### src/design/kpi_pkg.sv
// constants and types shared by the keypad pin interrupt unit
// Functional notes
// - read-only pending flag shows the latched request, unaffected by mask, reset clears it
// - a set pin enable bit forces that pin to be an input
// - port data read returns the live pin only when its direction bit is 0
// - status/control register at index 1A, pin enable register at index 1B
// - writing 1 to the acknowledge bit clears the request; it reads 0
// - mask bit 1 blocks the request from the processor; reset clears it
// - sensitivity bit: 1 edges and low levels, 0 edges only; reset clears
// - eight enable bits include or exclude each pin; reset clears them
// - the unit runs in wait mode and unmasked requests wake the processor
// - the unit runs in stop mode and unmasked requests wake the processor
// - in break with break clear enable 1, acknowledge clears and stays cleared
// - in break with break clear enable 0, acknowledge writes do nothing
// - latch when enabled pins go low after all were high
// - level mode clears only after acknowledge and all enabled pins high
// - edge mode: vector fetch or acknowledge clears at once; reset clears
// - a set pin enable bit also turns on the pin pull-up
package kpi_pkg;

	// bus geometry
	localparam int unsigned ADDR_W = 8;
	localparam int unsigned DATA_W = 32;
	localparam int unsigned PINS   = 8;

	// register indices; byte address is four times the index
	localparam logic [5:0] IDX_STATUS_CTRL = 6'h1A;
	localparam logic [5:0] IDX_PIN_ENABLE  = 6'h1B;
	localparam logic [5:0] IDX_PORT_DATA   = 6'h1C;
	localparam logic [5:0] IDX_PORT_DIR    = 6'h1D;

	// status/control field positions
	localparam int unsigned BIT_MODE = 0;
	localparam int unsigned BIT_MASK = 1;
	localparam int unsigned BIT_ACK  = 2;
	localparam int unsigned BIT_FLAG = 3;

	// reset values
	localparam logic [7:0] RST_PIN_ENABLE = 8'h00;
	localparam logic [7:0] RST_PORT_DATA  = 8'h00;
	localparam logic [7:0] RST_PORT_DIR   = 8'h00;

	// axi responses
	localparam logic [1:0] RESP_OKAY   = 2'h0;
	localparam logic [1:0] RESP_SLVERR = 2'h2;

	// control bits of the status/control register
	typedef struct packed {
		logic mask;
		logic mode;
	} kpi_ctrl_s;

	localparam kpi_ctrl_s RST_CTRL = '{mask: 1'b0, mode: 1'b0};

endpackage : kpi_pkg

### src/design/kpi_sync.sv
// two-flop synchroniser for a group of pin levels
`timescale 1ns/1ns
module kpi_sync #(
	parameter int unsigned W = 8
) (
	// clock and reset
	input  wire logic         clk_i,
	input  wire logic         rst_n_i,
	// levels
	input  wire logic [W-1:0] async_i,
	output logic      [W-1:0] sync_o
);

	logic [W-1:0] meta_q;

	// first stage read only by the second; idle pins read high
	always_ff @(posedge clk_i or negedge rst_n_i) begin
		if (!rst_n_i) begin
			meta_q <= '1;
			sync_o <= '1;
		end else begin
			meta_q <= async_i;
			sync_o <= meta_q;
		end
	end

endmodule : kpi_sync

### src/design/kpi_req_latch.sv
// keypad request latch with edge and edge-and-level triggering
`timescale 1ns/1ns
module kpi_req_latch (
	// clock and reset
	input  wire logic       clk_i,
	input  wire logic       rst_n_i,
	// synchronised pins and setup
	input  wire logic [7:0] pins_i,
	input  wire logic [7:0] enable_i,
	input  wire logic       level_mode_i,
	// acknowledges, already qualified
	input  wire logic       ack_i,
	// latched request
	output logic            req_o
);

	logic any_low;
	logic fall;
	logic clear;
	logic low_q;
	logic ackd_q;

	// one enabled low pin after all enabled pins were high sets the latch
	assign any_low = |(~pins_i & enable_i);
	assign fall    = any_low & ~low_q;
	// level mode waits for both ack and all pins high, in either order
	assign clear   = level_mode_i ? ((ack_i | ackd_q) & ~any_low) : ack_i;

	// set wins over clear so an edge in the ack cycle is kept
	always_ff @(posedge clk_i or negedge rst_n_i) begin
		if (!rst_n_i) begin
			low_q  <= 1'b0;
			req_o  <= 1'b0;
			ackd_q <= 1'b0;
		end else begin
			low_q  <= any_low;
			req_o  <= fall | (req_o & ~clear);
			ackd_q <= ~fall & req_o & ~clear & (ackd_q | ack_i);
		end
	end

endmodule : kpi_req_latch

### src/design/kpi_top.sv
// keypad pin interrupt unit with axi4-lite register access
//
// Register access over AXI4-Lite was left to the implementer.
`timescale 1ns/1ns
module kpi_top (
	// clock and reset
	input  wire logic                        CLK_I,
	input  wire logic                        RST_N_I,
	// axi4-lite write address
	input  wire logic                        AWVALID_I,
	output logic                             AWREADY_O,
	input  wire logic [kpi_pkg::ADDR_W-1:0]  AWADDR_I,
	input  wire logic [2:0]                  AWPROT_I,
	// axi4-lite write data
	input  wire logic                        WVALID_I,
	output logic                             WREADY_O,
	input  wire logic [kpi_pkg::DATA_W-1:0]  WDATA_I,
	input  wire logic [3:0]                  WSTRB_I,
	// axi4-lite write response
	output logic                             BVALID_O,
	input  wire logic                        BREADY_I,
	output logic [1:0]                       BRESP_O,
	// axi4-lite read address
	input  wire logic                        ARVALID_I,
	output logic                             ARREADY_O,
	input  wire logic [kpi_pkg::ADDR_W-1:0]  ARADDR_I,
	input  wire logic [2:0]                  ARPROT_I,
	// axi4-lite read data
	output logic                             RVALID_O,
	input  wire logic                        RREADY_I,
	output logic [kpi_pkg::DATA_W-1:0]       RDATA_O,
	output logic [1:0]                       RRESP_O,
	// keypad port pins
	input  wire logic [7:0]                  KEYPAD_INPUTS_I,
	output logic      [7:0]                  KEYPAD_PIN_O,
	output logic      [7:0]                  KEYPAD_PIN_OE_O,
	output logic      [7:0]                  KEYPAD_PULLUP_O,
	// processor side
	input  wire logic                        VECTOR_FETCH_I,
	input  wire logic                        BREAK_I,
	input  wire logic                        BREAK_CLEAR_ENABLE_I,
	input  wire logic                        WAIT_I,
	input  wire logic                        STOP_I,
	output logic                             IRQ_O,
	output logic                             WAKE_O
);

	// ---- register state ----
	kpi_pkg::kpi_ctrl_s ctrl_q;
	kpi_pkg::kpi_ctrl_s ctrl_d;
	logic [7:0]         pin_enable_q;
	logic [7:0]         pin_enable_d;
	logic [7:0]         port_data_q;
	logic [7:0]         port_data_d;
	logic [7:0]         port_dir_q;
	logic [7:0]         port_dir_d;

	// ---- write channel state ----
	logic                       aw_full_q;
	logic                       aw_full_d;
	logic [kpi_pkg::ADDR_W-1:0] aw_addr_q;
	logic                       w_full_q;
	logic                       w_full_d;
	logic [7:0]                 w_data_q;
	logic                       w_lane0_q;
	logic                       awready_q;
	logic                       wready_q;
	logic                       bvalid_q;
	logic                       bvalid_d;
	logic [1:0]                 bresp_q;

	// ---- read channel state ----
	logic                       arready_q;
	logic                       rvalid_q;
	logic                       rvalid_d;
	logic [7:0]                 rdata_q;
	logic [1:0]                 rresp_q;

	// ---- pin and request state ----
	logic [7:0] pins_sync;
	logic       req;
	logic       irq_q;
	logic       wake_q;
	logic [7:0] pin_o_q;
	logic [7:0] pin_oe_q;
	logic [7:0] pullup_q;

	// ---- decode wires ----
	logic       aw_take;
	logic       w_take;
	logic       wr_fire;
	logic [5:0] wr_idx;
	logic       wr_sc;
	logic       wr_en;
	logic       wr_data;
	logic       wr_dir;
	logic       wr_hit;
	logic       wr_byte;
	logic       ar_take;
	logic [5:0] rd_idx;
	logic       rd_sc;
	logic       rd_en;
	logic       rd_data;
	logic       rd_dir;
	logic       rd_hit;
	logic [7:0] sc_view;
	logic [7:0] data_view;
	logic [7:0] rd_mux;
	logic       ack_write;
	logic       ack_allowed;
	logic       ack_any;
	logic       irq_d;

	// protection bits carry no meaning here
	logic prot_unused;
	assign prot_unused = ^{AWPROT_I, ARPROT_I};

	// keypad pins cross into the bus clock before any edge logic
	kpi_sync #(
		.W (kpi_pkg::PINS)
	) u_pin_sync (
		.clk_i   (CLK_I),
		.rst_n_i (RST_N_I),
		.async_i (KEYPAD_INPUTS_I),
		.sync_o  (pins_sync)
	);

	// write handshakes: address and data taken in either order
	// a write commits only once both beats are held and no response waits
	assign aw_take = AWVALID_I & awready_q;
	assign w_take  = WVALID_I & wready_q;
	assign wr_fire = aw_full_q & w_full_q & ~bvalid_q;

	// write address decode on the held address
	assign wr_idx  = aw_addr_q[7:2];
	assign wr_sc   = (wr_idx == kpi_pkg::IDX_STATUS_CTRL);
	assign wr_en   = (wr_idx == kpi_pkg::IDX_PIN_ENABLE);
	assign wr_data = (wr_idx == kpi_pkg::IDX_PORT_DATA);
	assign wr_dir  = (wr_idx == kpi_pkg::IDX_PORT_DIR);
	assign wr_hit  = wr_sc | wr_en | wr_data | wr_dir;
	// registers live in byte lane 0; other lanes are ignored
	assign wr_byte = wr_fire & w_lane0_q;

	// acknowledge is honoured in break only when break clear is enabled
	assign ack_write   = wr_byte & wr_sc & w_data_q[kpi_pkg::BIT_ACK];
	assign ack_allowed = ~BREAK_I | BREAK_CLEAR_ENABLE_I;
	assign ack_any     = (ack_write & ack_allowed) | VECTOR_FETCH_I;

	// next register values; the ack bit itself is never stored
	always_comb begin
		ctrl_d       = ctrl_q;
		pin_enable_d = pin_enable_q;
		port_data_d  = port_data_q;
		port_dir_d   = port_dir_q;
		if (wr_byte && wr_sc) begin
			ctrl_d.mask = w_data_q[kpi_pkg::BIT_MASK];
			ctrl_d.mode = w_data_q[kpi_pkg::BIT_MODE];
		end
		if (wr_byte && wr_en) begin
			pin_enable_d = w_data_q;
		end
		if (wr_byte && wr_data) begin
			port_data_d = w_data_q;
		end
		if (wr_byte && wr_dir) begin
			port_dir_d = w_data_q;
		end
	end

	// channel occupancy; ready falls while a beat is held or answered
	assign aw_full_d = (aw_full_q | aw_take) & ~wr_fire;
	assign w_full_d  = (w_full_q | w_take) & ~wr_fire;
	assign bvalid_d  = wr_fire | (bvalid_q & ~BREADY_I);

	// write channel occupancy and readies
	always_ff @(posedge CLK_I or negedge RST_N_I) begin
		if (!RST_N_I) begin
			aw_full_q <= 1'b0;
			w_full_q  <= 1'b0;
			awready_q <= 1'b0;
			wready_q  <= 1'b0;
		end else begin
			aw_full_q <= aw_full_d;
			w_full_q  <= w_full_d;
			awready_q <= ~aw_full_d & ~bvalid_d;
			wready_q  <= ~w_full_d & ~bvalid_d;
		end
	end

	// write response; an unmapped index answers slverr and changes nothing
	always_ff @(posedge CLK_I or negedge RST_N_I) begin
		if (!RST_N_I) begin
			bvalid_q <= 1'b0;
			bresp_q  <= kpi_pkg::RESP_OKAY;
		end else begin
			bvalid_q <= bvalid_d;
			if (wr_fire) begin
				bresp_q <= wr_hit ? kpi_pkg::RESP_OKAY : kpi_pkg::RESP_SLVERR;
			end
		end
	end

	// write payload capture
	always_ff @(posedge CLK_I or negedge RST_N_I) begin
		if (!RST_N_I) begin
			aw_addr_q <= '0;
			w_data_q  <= 8'h00;
			w_lane0_q <= 1'b0;
		end else begin
			if (aw_take) begin
				aw_addr_q <= AWADDR_I;
			end
			if (w_take) begin
				w_data_q  <= WDATA_I[7:0];
				w_lane0_q <= WSTRB_I[0];
			end
		end
	end

	// keypad control and enables; reset clears mask, mode and every enable
	always_ff @(posedge CLK_I or negedge RST_N_I) begin
		if (!RST_N_I) begin
			ctrl_q       <= kpi_pkg::RST_CTRL;
			pin_enable_q <= kpi_pkg::RST_PIN_ENABLE;
		end else begin
			ctrl_q       <= ctrl_d;
			pin_enable_q <= pin_enable_d;
		end
	end

	// port data latch and direction
	always_ff @(posedge CLK_I or negedge RST_N_I) begin
		if (!RST_N_I) begin
			port_data_q <= kpi_pkg::RST_PORT_DATA;
			port_dir_q  <= kpi_pkg::RST_PORT_DIR;
		end else begin
			port_data_q <= port_data_d;
			port_dir_q  <= port_dir_d;
		end
	end

	// request latch runs on the bus clock, so it keeps working in wait
	// in stop the bus clock must keep running; the wake flop needs it too
	kpi_req_latch u_latch (
		.clk_i        (CLK_I),
		.rst_n_i      (RST_N_I),
		.pins_i       (pins_sync),
		.enable_i     (pin_enable_q),
		.level_mode_i (ctrl_q.mode),
		.ack_i        (ack_any),
		.req_o        (req)
	);

	// read decode; pending flag ignores the mask, ack reads zero
	assign ar_take   = ARVALID_I & arready_q;
	assign rd_idx    = ARADDR_I[7:2];
	assign rd_sc     = (rd_idx == kpi_pkg::IDX_STATUS_CTRL);
	assign rd_en     = (rd_idx == kpi_pkg::IDX_PIN_ENABLE);
	assign rd_data   = (rd_idx == kpi_pkg::IDX_PORT_DATA);
	assign rd_dir    = (rd_idx == kpi_pkg::IDX_PORT_DIR);
	assign rd_hit    = rd_sc | rd_en | rd_data | rd_dir;
	// status view from the named field positions; the ack bit has no storage
	always_comb begin
		sc_view                    = 8'h00;
		sc_view[kpi_pkg::BIT_FLAG] = req;
		sc_view[kpi_pkg::BIT_MASK] = ctrl_q.mask;
		sc_view[kpi_pkg::BIT_MODE] = ctrl_q.mode;
	end
	// live level only where direction is 0, even if forced to input
	assign data_view = (port_dir_q & port_data_q) | (~port_dir_q & pins_sync);
	// unmapped indices read as zero and answer slverr
	assign rd_mux    = rd_sc   ? sc_view      :
	                   rd_en   ? pin_enable_q :
	                   rd_data ? data_view    :
	                   rd_dir  ? port_dir_q   : 8'h00;
	assign rvalid_d  = ar_take | (rvalid_q & ~RREADY_I);

	// read channel handshake; one read in flight at a time
	always_ff @(posedge CLK_I or negedge RST_N_I) begin
		if (!RST_N_I) begin
			arready_q <= 1'b0;
			rvalid_q  <= 1'b0;
		end else begin
			arready_q <= ~rvalid_d;
			rvalid_q  <= rvalid_d;
		end
	end

	// read payload, captured at the address handshake and held until taken
	always_ff @(posedge CLK_I or negedge RST_N_I) begin
		if (!RST_N_I) begin
			rdata_q <= 8'h00;
			rresp_q <= kpi_pkg::RESP_OKAY;
		end else begin
			if (ar_take) begin
				rdata_q <= rd_mux;
				rresp_q <= rd_hit ? kpi_pkg::RESP_OKAY : kpi_pkg::RESP_SLVERR;
			end
		end
	end

	// unmasked request drives the processor and wakes it from low power
	assign irq_d = req & ~ctrl_q.mask;

	// processor request and wake, each from its own flop
	always_ff @(posedge CLK_I or negedge RST_N_I) begin
		if (!RST_N_I) begin
			irq_q  <= 1'b0;
			wake_q <= 1'b0;
		end else begin
			irq_q  <= irq_d;
			wake_q <= irq_d & (WAIT_I | STOP_I);
		end
	end

	// pin drive: enabled pins are inputs with pull-ups on
	always_ff @(posedge CLK_I or negedge RST_N_I) begin
		if (!RST_N_I) begin
			pin_o_q  <= 8'h00;
			pin_oe_q <= 8'h00;
			pullup_q <= 8'h00;
		end else begin
			pin_o_q  <= port_data_q;
			pin_oe_q <= port_dir_q & ~pin_enable_q;
			pullup_q <= pin_enable_q;
		end
	end

	// outputs, all from flops
	// read data above the low byte is always zero
	assign AWREADY_O       = awready_q;
	assign WREADY_O        = wready_q;
	assign BVALID_O        = bvalid_q;
	assign BRESP_O         = bresp_q;
	assign ARREADY_O       = arready_q;
	assign RVALID_O        = rvalid_q;
	assign RDATA_O         = {24'h00_0000, rdata_q};
	assign RRESP_O         = rresp_q;
	assign KEYPAD_PIN_O    = pin_o_q;
	assign KEYPAD_PIN_OE_O = pin_oe_q;
	assign KEYPAD_PULLUP_O = pullup_q;
	assign IRQ_O           = irq_q;
	assign WAKE_O          = wake_q;

endmodule : kpi_top

### config.mk
export PLATFORM = sky130hd
export DESIGN_NAME = kpi_top
export DESIGN_NICKNAME = d
export VERILOG_FILES = /design/src/design/kpi_pkg.sv /design/src/design/kpi_sync.sv /design/src/design/kpi_req_latch.sv /design/src/design/kpi_top.sv
export SDC_FILE = /design/constraint.sdc
export NUM_CORES = 1
export LEC_CHECK = 0
export BUFFER_PORTS_ARGS = -buffer_cell sky130_fd_sc_hd__buf_2
export CAP_MARGIN = 30
export CORE_MARGIN = 2
export CORE_UTILIZATION = 30
export CTS_CLUSTER_SIZE = 40
export DETAILED_ROUTE_END_ITERATION = 6
export GPL_ROUTABILITY_DRIVEN = 0
export PLACE_DENSITY = 0.54
export SYNTH_ARGS = -nofsm -noshare
export SYNTH_HDL_FRONTEND = slang
export SYNTH_SLANG_ARGS = --single-unit
### constraint.sdc
create_clock -name CLK_I -period 3 [get_ports CLK_I]
set_clock_uncertainty 0.15 [all_clocks]
set_input_delay 0.3 -clock CLK_I [delete_from_list [all_inputs] [get_ports CLK_I]]
set_output_delay 0.3 -clock CLK_I [all_outputs]
set_load 0.01 [all_outputs]
# Word-level counts from Yosys, hierarchy flattened
# Cells that the tools add are included.
# W data, S select, Z words.
# word_totals
ff_bits	107
in_bits	78
output_inout_bits	67
word_cells	108
# op_classes
eq_ne	8
n_mux	7
bitwise	60
n_reduce_logical	5
# op_table
op	count
$eq A6 B5 Y1 const B	8
$and A8 B8 Y8	4
$mux W8	4
$not A8 Y8	3
$and A1 B1 Y1	23
$or A1 B1 Y1	15
$not A1 Y1	14
$or A8 B8 Y8	1
$reduce_or A8 Y1	1
$logic_and A1 B1 Y1	4
$mux W2	2
$mux W1	1

# Depth between registers and ports, before layout
# logic_depth
depth_word	13
ltp_mapped	7
ltp_nobuf	5

# Cells and area by module
# From an unflattened synthesis, not the netlist that was laid out.
# hier_totals
cells_unflattened	313
hier_area_um2	4310.4
# modules_own_cells
module	n_inst	cells_each	area_each_um2	seq_area_each_um2
kpi_top	1	273	3624.7	2102.0
kpi_sync	1	16	420.4	420.4
kpi_req_latch	1	24	265.3	75.1

# Worst setup path after synthesis
# No wires, ideal clock.
# synth_path
path_type	flip-flop to flip-flop
from	register bvalid_q, in the netlist BVALID_O
to	register port_data_q[0]
setup_time_ns	0.125
arrival_ns	1.493
required_time_ns	2.725
setup_slack_ns	1.233
path_stages_with_launch	8
n_path_buf	2
synth_period_minus_slack_ns	1.767
cell_sequence	dfrtp_1 and3b_1 buf_4 nand2_1 nor2_1 and2_1 buf_4 mux2_2
# synth_between
elab_chain_len	4
# synth_rtl
item	line	text
start: declaration	kpi_top.sv:68	logic bvalid_q;
start signal: assignment	kpi_top.sv:196	bvalid_q <= bvalid_d;
$not A1 Y1	kpi_top.sv:132	assign wr_fire = aw_full_q & w_full_q & ~bvalid_q;
$and A1 B1 Y1	kpi_top.sv:132	
$and A1 B1 Y1	kpi_top.sv:142	assign wr_byte = wr_fire & w_lane0_q;
$logic_and A1 B1 Y1	kpi_top.sv:162	if (wr_byte && wr_data) begin
end signal: assignment	kpi_top.sv:234	port_data_q <= kpi_pkg::RST_PORT_DATA;
end signal: assignment	kpi_top.sv:237	port_data_q <= port_data_d;
end: declaration	kpi_top.sv:53	logic [7:0] port_data_q;
# No other way between the ends.
# A chain may end at the register's enable or synchronous reset.

# Worst setup path in the final report
# Ends and elaborated chain as after synthesis.

==> metrics.sh <==
YS_ASYNC_SR_FRACTION=1.00
FINAL.PERIOD_UTILIZATION=0.730
DESIGN.FINAL.NETS=481
INITIALDRTVIOLATIONCOUNT=88
DRT_PRE_ANTENNA_ITERS=4
FMAX_MHz=457
GLOBAL_ROUTE_WIRE_LENGTH_BEFORE_REPAIR_MM=13.5
WORST_MIN_DELAY_PATH_STARTPOINT='WAIT_I'
FINAL_CORE_UTILIZATION=0.377
VIA_COUNT_OF_THE_FIRST_GLOBAL_ROUTING_PASS=2431
DIEWIDTH_UM=120
RELSLEWSLACK=0.614
SYNTH.YOSYS.WARNINGS=0
HTREE_LEVELS=3
TIMING.REG2REG.SETUP_SLACK_PS=810
POST_CTS_SETUP_BUFFERS=0
DETAILED_PLACE_HPWL_MM=5.88
WORSTSETUPSTARTPOINTTYPE='register'
CORE-AREA_UM2=13200
ARRIVAL_PS=2270
CLKSINKCOUNT=103
PATH_CLK_SLEW_PS=60
INITIAL_UTILIZATION=0.307
FLOORPLAN.IO_PINS=145
CTSLONGESTPATHBUFFERS=2
SYNTHESIS.AREA_UM2=4050
WORST-R2R-CELL-COUNT=5
NUMCTSBUFFERS=9
POSTSYNTHAREAPERCELL_UM2=13.2
MOST_COMMON_FLOP_CELL_MAPPED_BY_YOSYS='sky130_fd_sc_hd__dfrtp_1'
DR_TOTAL_VIAS=2447
BUFFER_CELL_DRIVING_THE_CLOCK_TREE_ROOT='sky130_fd_sc_hd__clkbuf_16'
HOLD-PATH-ENDPOINT='WAKE_O$_DFF_PN0_'
WIRE_PER_INST_UM=14.3
PATH_CLASS='reg2reg'
DETAIL_ROUTE.VIAS_PER_CELL=4.19
SETUP_TNS_FINAL_PS=0
HP-CLASS='in2reg'
CLOCK_LATENCY_PS=350
SYNTH_EDF_COUNT=0
POWER_DENSITY_OVER_THE_CELLS_nW_PER_UM2=796
GLOBAL_ROUTE.OVERFLOW_TOTAL=0
GRTUSAGETOTAL=0.124
FINAL.MIN_CLOCK_PERIOD_PS=2190
LAYOUT_COMMON_CELLS='sky130_fd_sc_hd__dfrtp_1 (87), sky130_fd_sc_hd__buf_2 (80), sky130_fd_sc_hd__mux2_2 (43), sky130_fd_sc_hd__nand2_1 (27), sky130_fd_sc_hd__conb_1 (26)'
CRITICAL_PATH_REQUIRED_PS=3080
MIN_DELAY_PATH_DEPTH=2
GRT_MAX_DEGREE=61
DIE-HEIGHT_UM=120
RSZ0062_AT_GRT='false'
FP-ROW-COUNT=42
REPORT.FINAL.SETUP_VIOL=0
VDD.IR_DROP.WORST_mV=0.280
FINAL_COMMON_CELL='sky130_fd_sc_hd__dfrtp_1'
DETAIL_ROUTE.WIRELENGTH_MM=8.37
YS_SEQ_AREA_FRAC=0.642
SYNTH.FF_LATCH_COUNT=103
TIMING.RR.START='BVALID_O$_DFF_PN0_'
TOTALPOWERFINAL_uW=3960
FINAL_HOLD_VIOL_COUNT=0
CELLLEAKAGEPOWER_uW=0.00249
N_FILL_CELL=1290
SYNTH_CELLS=307
DESIGN.DIE.AREA_UM2=14400
CRITPATHMAXFANOUT=9
PORTBUFFERS=81
AREA_GROWTH_PCT=22.8
ANTENNA_CELLS_INSERTED=0
WORST_PIN_SLEW_PS=579
REGTOREGENDPOINT='port_data_q[0]$_DFFE_PN0P_'
DRC=0
TIMING_MAX_TRANSITION_VIOLATIONS_FINAL=0
OUTCOME='finished, final reports clean'
HOLDWS_PS=18.1
CRIT_PATH_END_KIND='register'
SYNTHDISTINCTLIBCELLS=35
POST_ROUTE_CELLS_DRIVE_ABOVE_1_SHARE=0.409
MAXCAPVIOLCOUNT=0
DRT.ANTENNA.VIOLATING_NETS=0
GRT_ANTENNA_BEFORE_REPAIR=0
CLOCK_TREE_FROM_TRITONCTS='done'
## critical path, cell delays in order, from the launching register on
cell                      delay [ps]
sky130_fd_sc_hd__dfrtp_1         380
sky130_fd_sc_hd__and3b_1         440
sky130_fd_sc_hd__nand2_1         100
sky130_fd_sc_hd__nor2_1          120
sky130_fd_sc_hd__and2_1          500
sky130_fd_sc_hd__mux2_2          390
## worst max-delay path by stage
stage                                 end  cells after the start          startpoint  slack, ps
3_5_place_dp   port_data_q[7]$_DFFE_PN0P_                      5  BVALID_O$_DFF_PN0_        810
5_1_grt        port_data_q[7]$_DFFE_PN0P_                      5  BVALID_O$_DFF_PN0_        650
3_3_place_gp   port_data_q[7]$_DFFE_PN0P_                      5  BVALID_O$_DFF_PN0_        850
4_1_cts        port_data_q[0]$_DFFE_PN0P_                      5  BVALID_O$_DFF_PN0_        800
2_1_floorplan  port_data_q[0]$_DFFE_PN0P_                      7  BVALID_O$_DFF_PN0_       1230
6_report       port_data_q[0]$_DFFE_PN0P_                      5  BVALID_O$_DFF_PN0_        810
## routing by layer
layer / track usage / wire length [um]
met3: 0.0302 / 467
met1: 0.163 / 3770
met5: 0 / 0
met2: 0.192 / 3950
met4: 0.0618 / 180
## registers in the layout, indices dropped and copies added, names as in the netlist, 2 cells and up
name,flops
KEYPAD_PIN_OE_O,8
KEYPAD_PIN_O,8
KEYPAD_PULLUP_O,8
pin_enable_q,8
port_data_q,8
port_dir_q,8
rdata_q,8
u_pin_sync.meta_q,8
u_pin_sync.sync_o,8
w_data_q,8
aw_addr_q,6
ctrl_q,2
## synth_stat cells, types with 2 or more instances
cell type	instances	area, um2
sky130_fd_sc_hd__nor2b_1	13	81.3
sky130_fd_sc_hd__nand2_1	27	101
sky130_fd_sc_hd__clkbuf_1	2	7.51
sky130_fd_sc_hd__dfrtp_1	87	2180
sky130_fd_sc_hd__mux2i_1	3	30.0
sky130_fd_sc_hd__and3_1	2	12.5
sky130_fd_sc_hd__o21ai_0	19	95.1
sky130_fd_sc_hd__or3b_2	2	17.5
sky130_fd_sc_hd__nor3b_1	2	15.0
sky130_fd_sc_hd__a21oi_1	9	45.0
sky130_fd_sc_hd__dfstp_2	16	420
sky130_fd_sc_hd__nor2_1	14	52.6
sky130_fd_sc_hd__a31oi_1	2	12.5
sky130_fd_sc_hd__a22oi_1	3	22.5
sky130_fd_sc_hd__nand4_2	2	25.0
sky130_fd_sc_hd__o22ai_1	4	25.0
sky130_fd_sc_hd__inv_1	11	41.3
sky130_fd_sc_hd__mux2_2	43	484
sky130_fd_sc_hd__buf_4	28	210
sky130_fd_sc_hd__nand2b_1	2	12.5
sky130_fd_sc_hd__or2_2	2	12.5
## area by class of cell
class	instances	area [um2]	share of cell area
Timing Repair Buffer	91	518	0.104
Clock buffer	10	229	0.0460
Clock inverter	6	85.1	0.0171
Sequential cell	103	2600	0.522
Tap cell	176	220	0.0443
Inverter	11	41.3	0.00830
Multi-Input combinational cell	187	1280	0.258
## metrics by stage
step                setup WS [ps]  area (um2)  cells
finish                        810        4970    584
global route                  652        4970    584
CTS                           802        4970    584
detailed placement            810        4570    559
global placement              849        4570    559
floorplan                    1230        4140    332
## where the power goes
part           switching, uW  internal (uW)
clock network            503            728
logic                    346            399
registers                255           1720
total                   1100           2850
## kinds of logic after synthesis
group / share of synthesized area
multiplexers: 0.130
buffers and inverters: 0.0652
AO/OA/AOI/OAI: 0.0618
other: 0.000926
flip-flops: 0.642
AND/OR/NAND/NOR: 0.101
## repair_timing
item,in CTS,in global routing
hold endpoints to repair,43,0
hold buffers,9,0
gates resized for setup,0,0
Note: power is estimated with default switching activity, not from simulation.
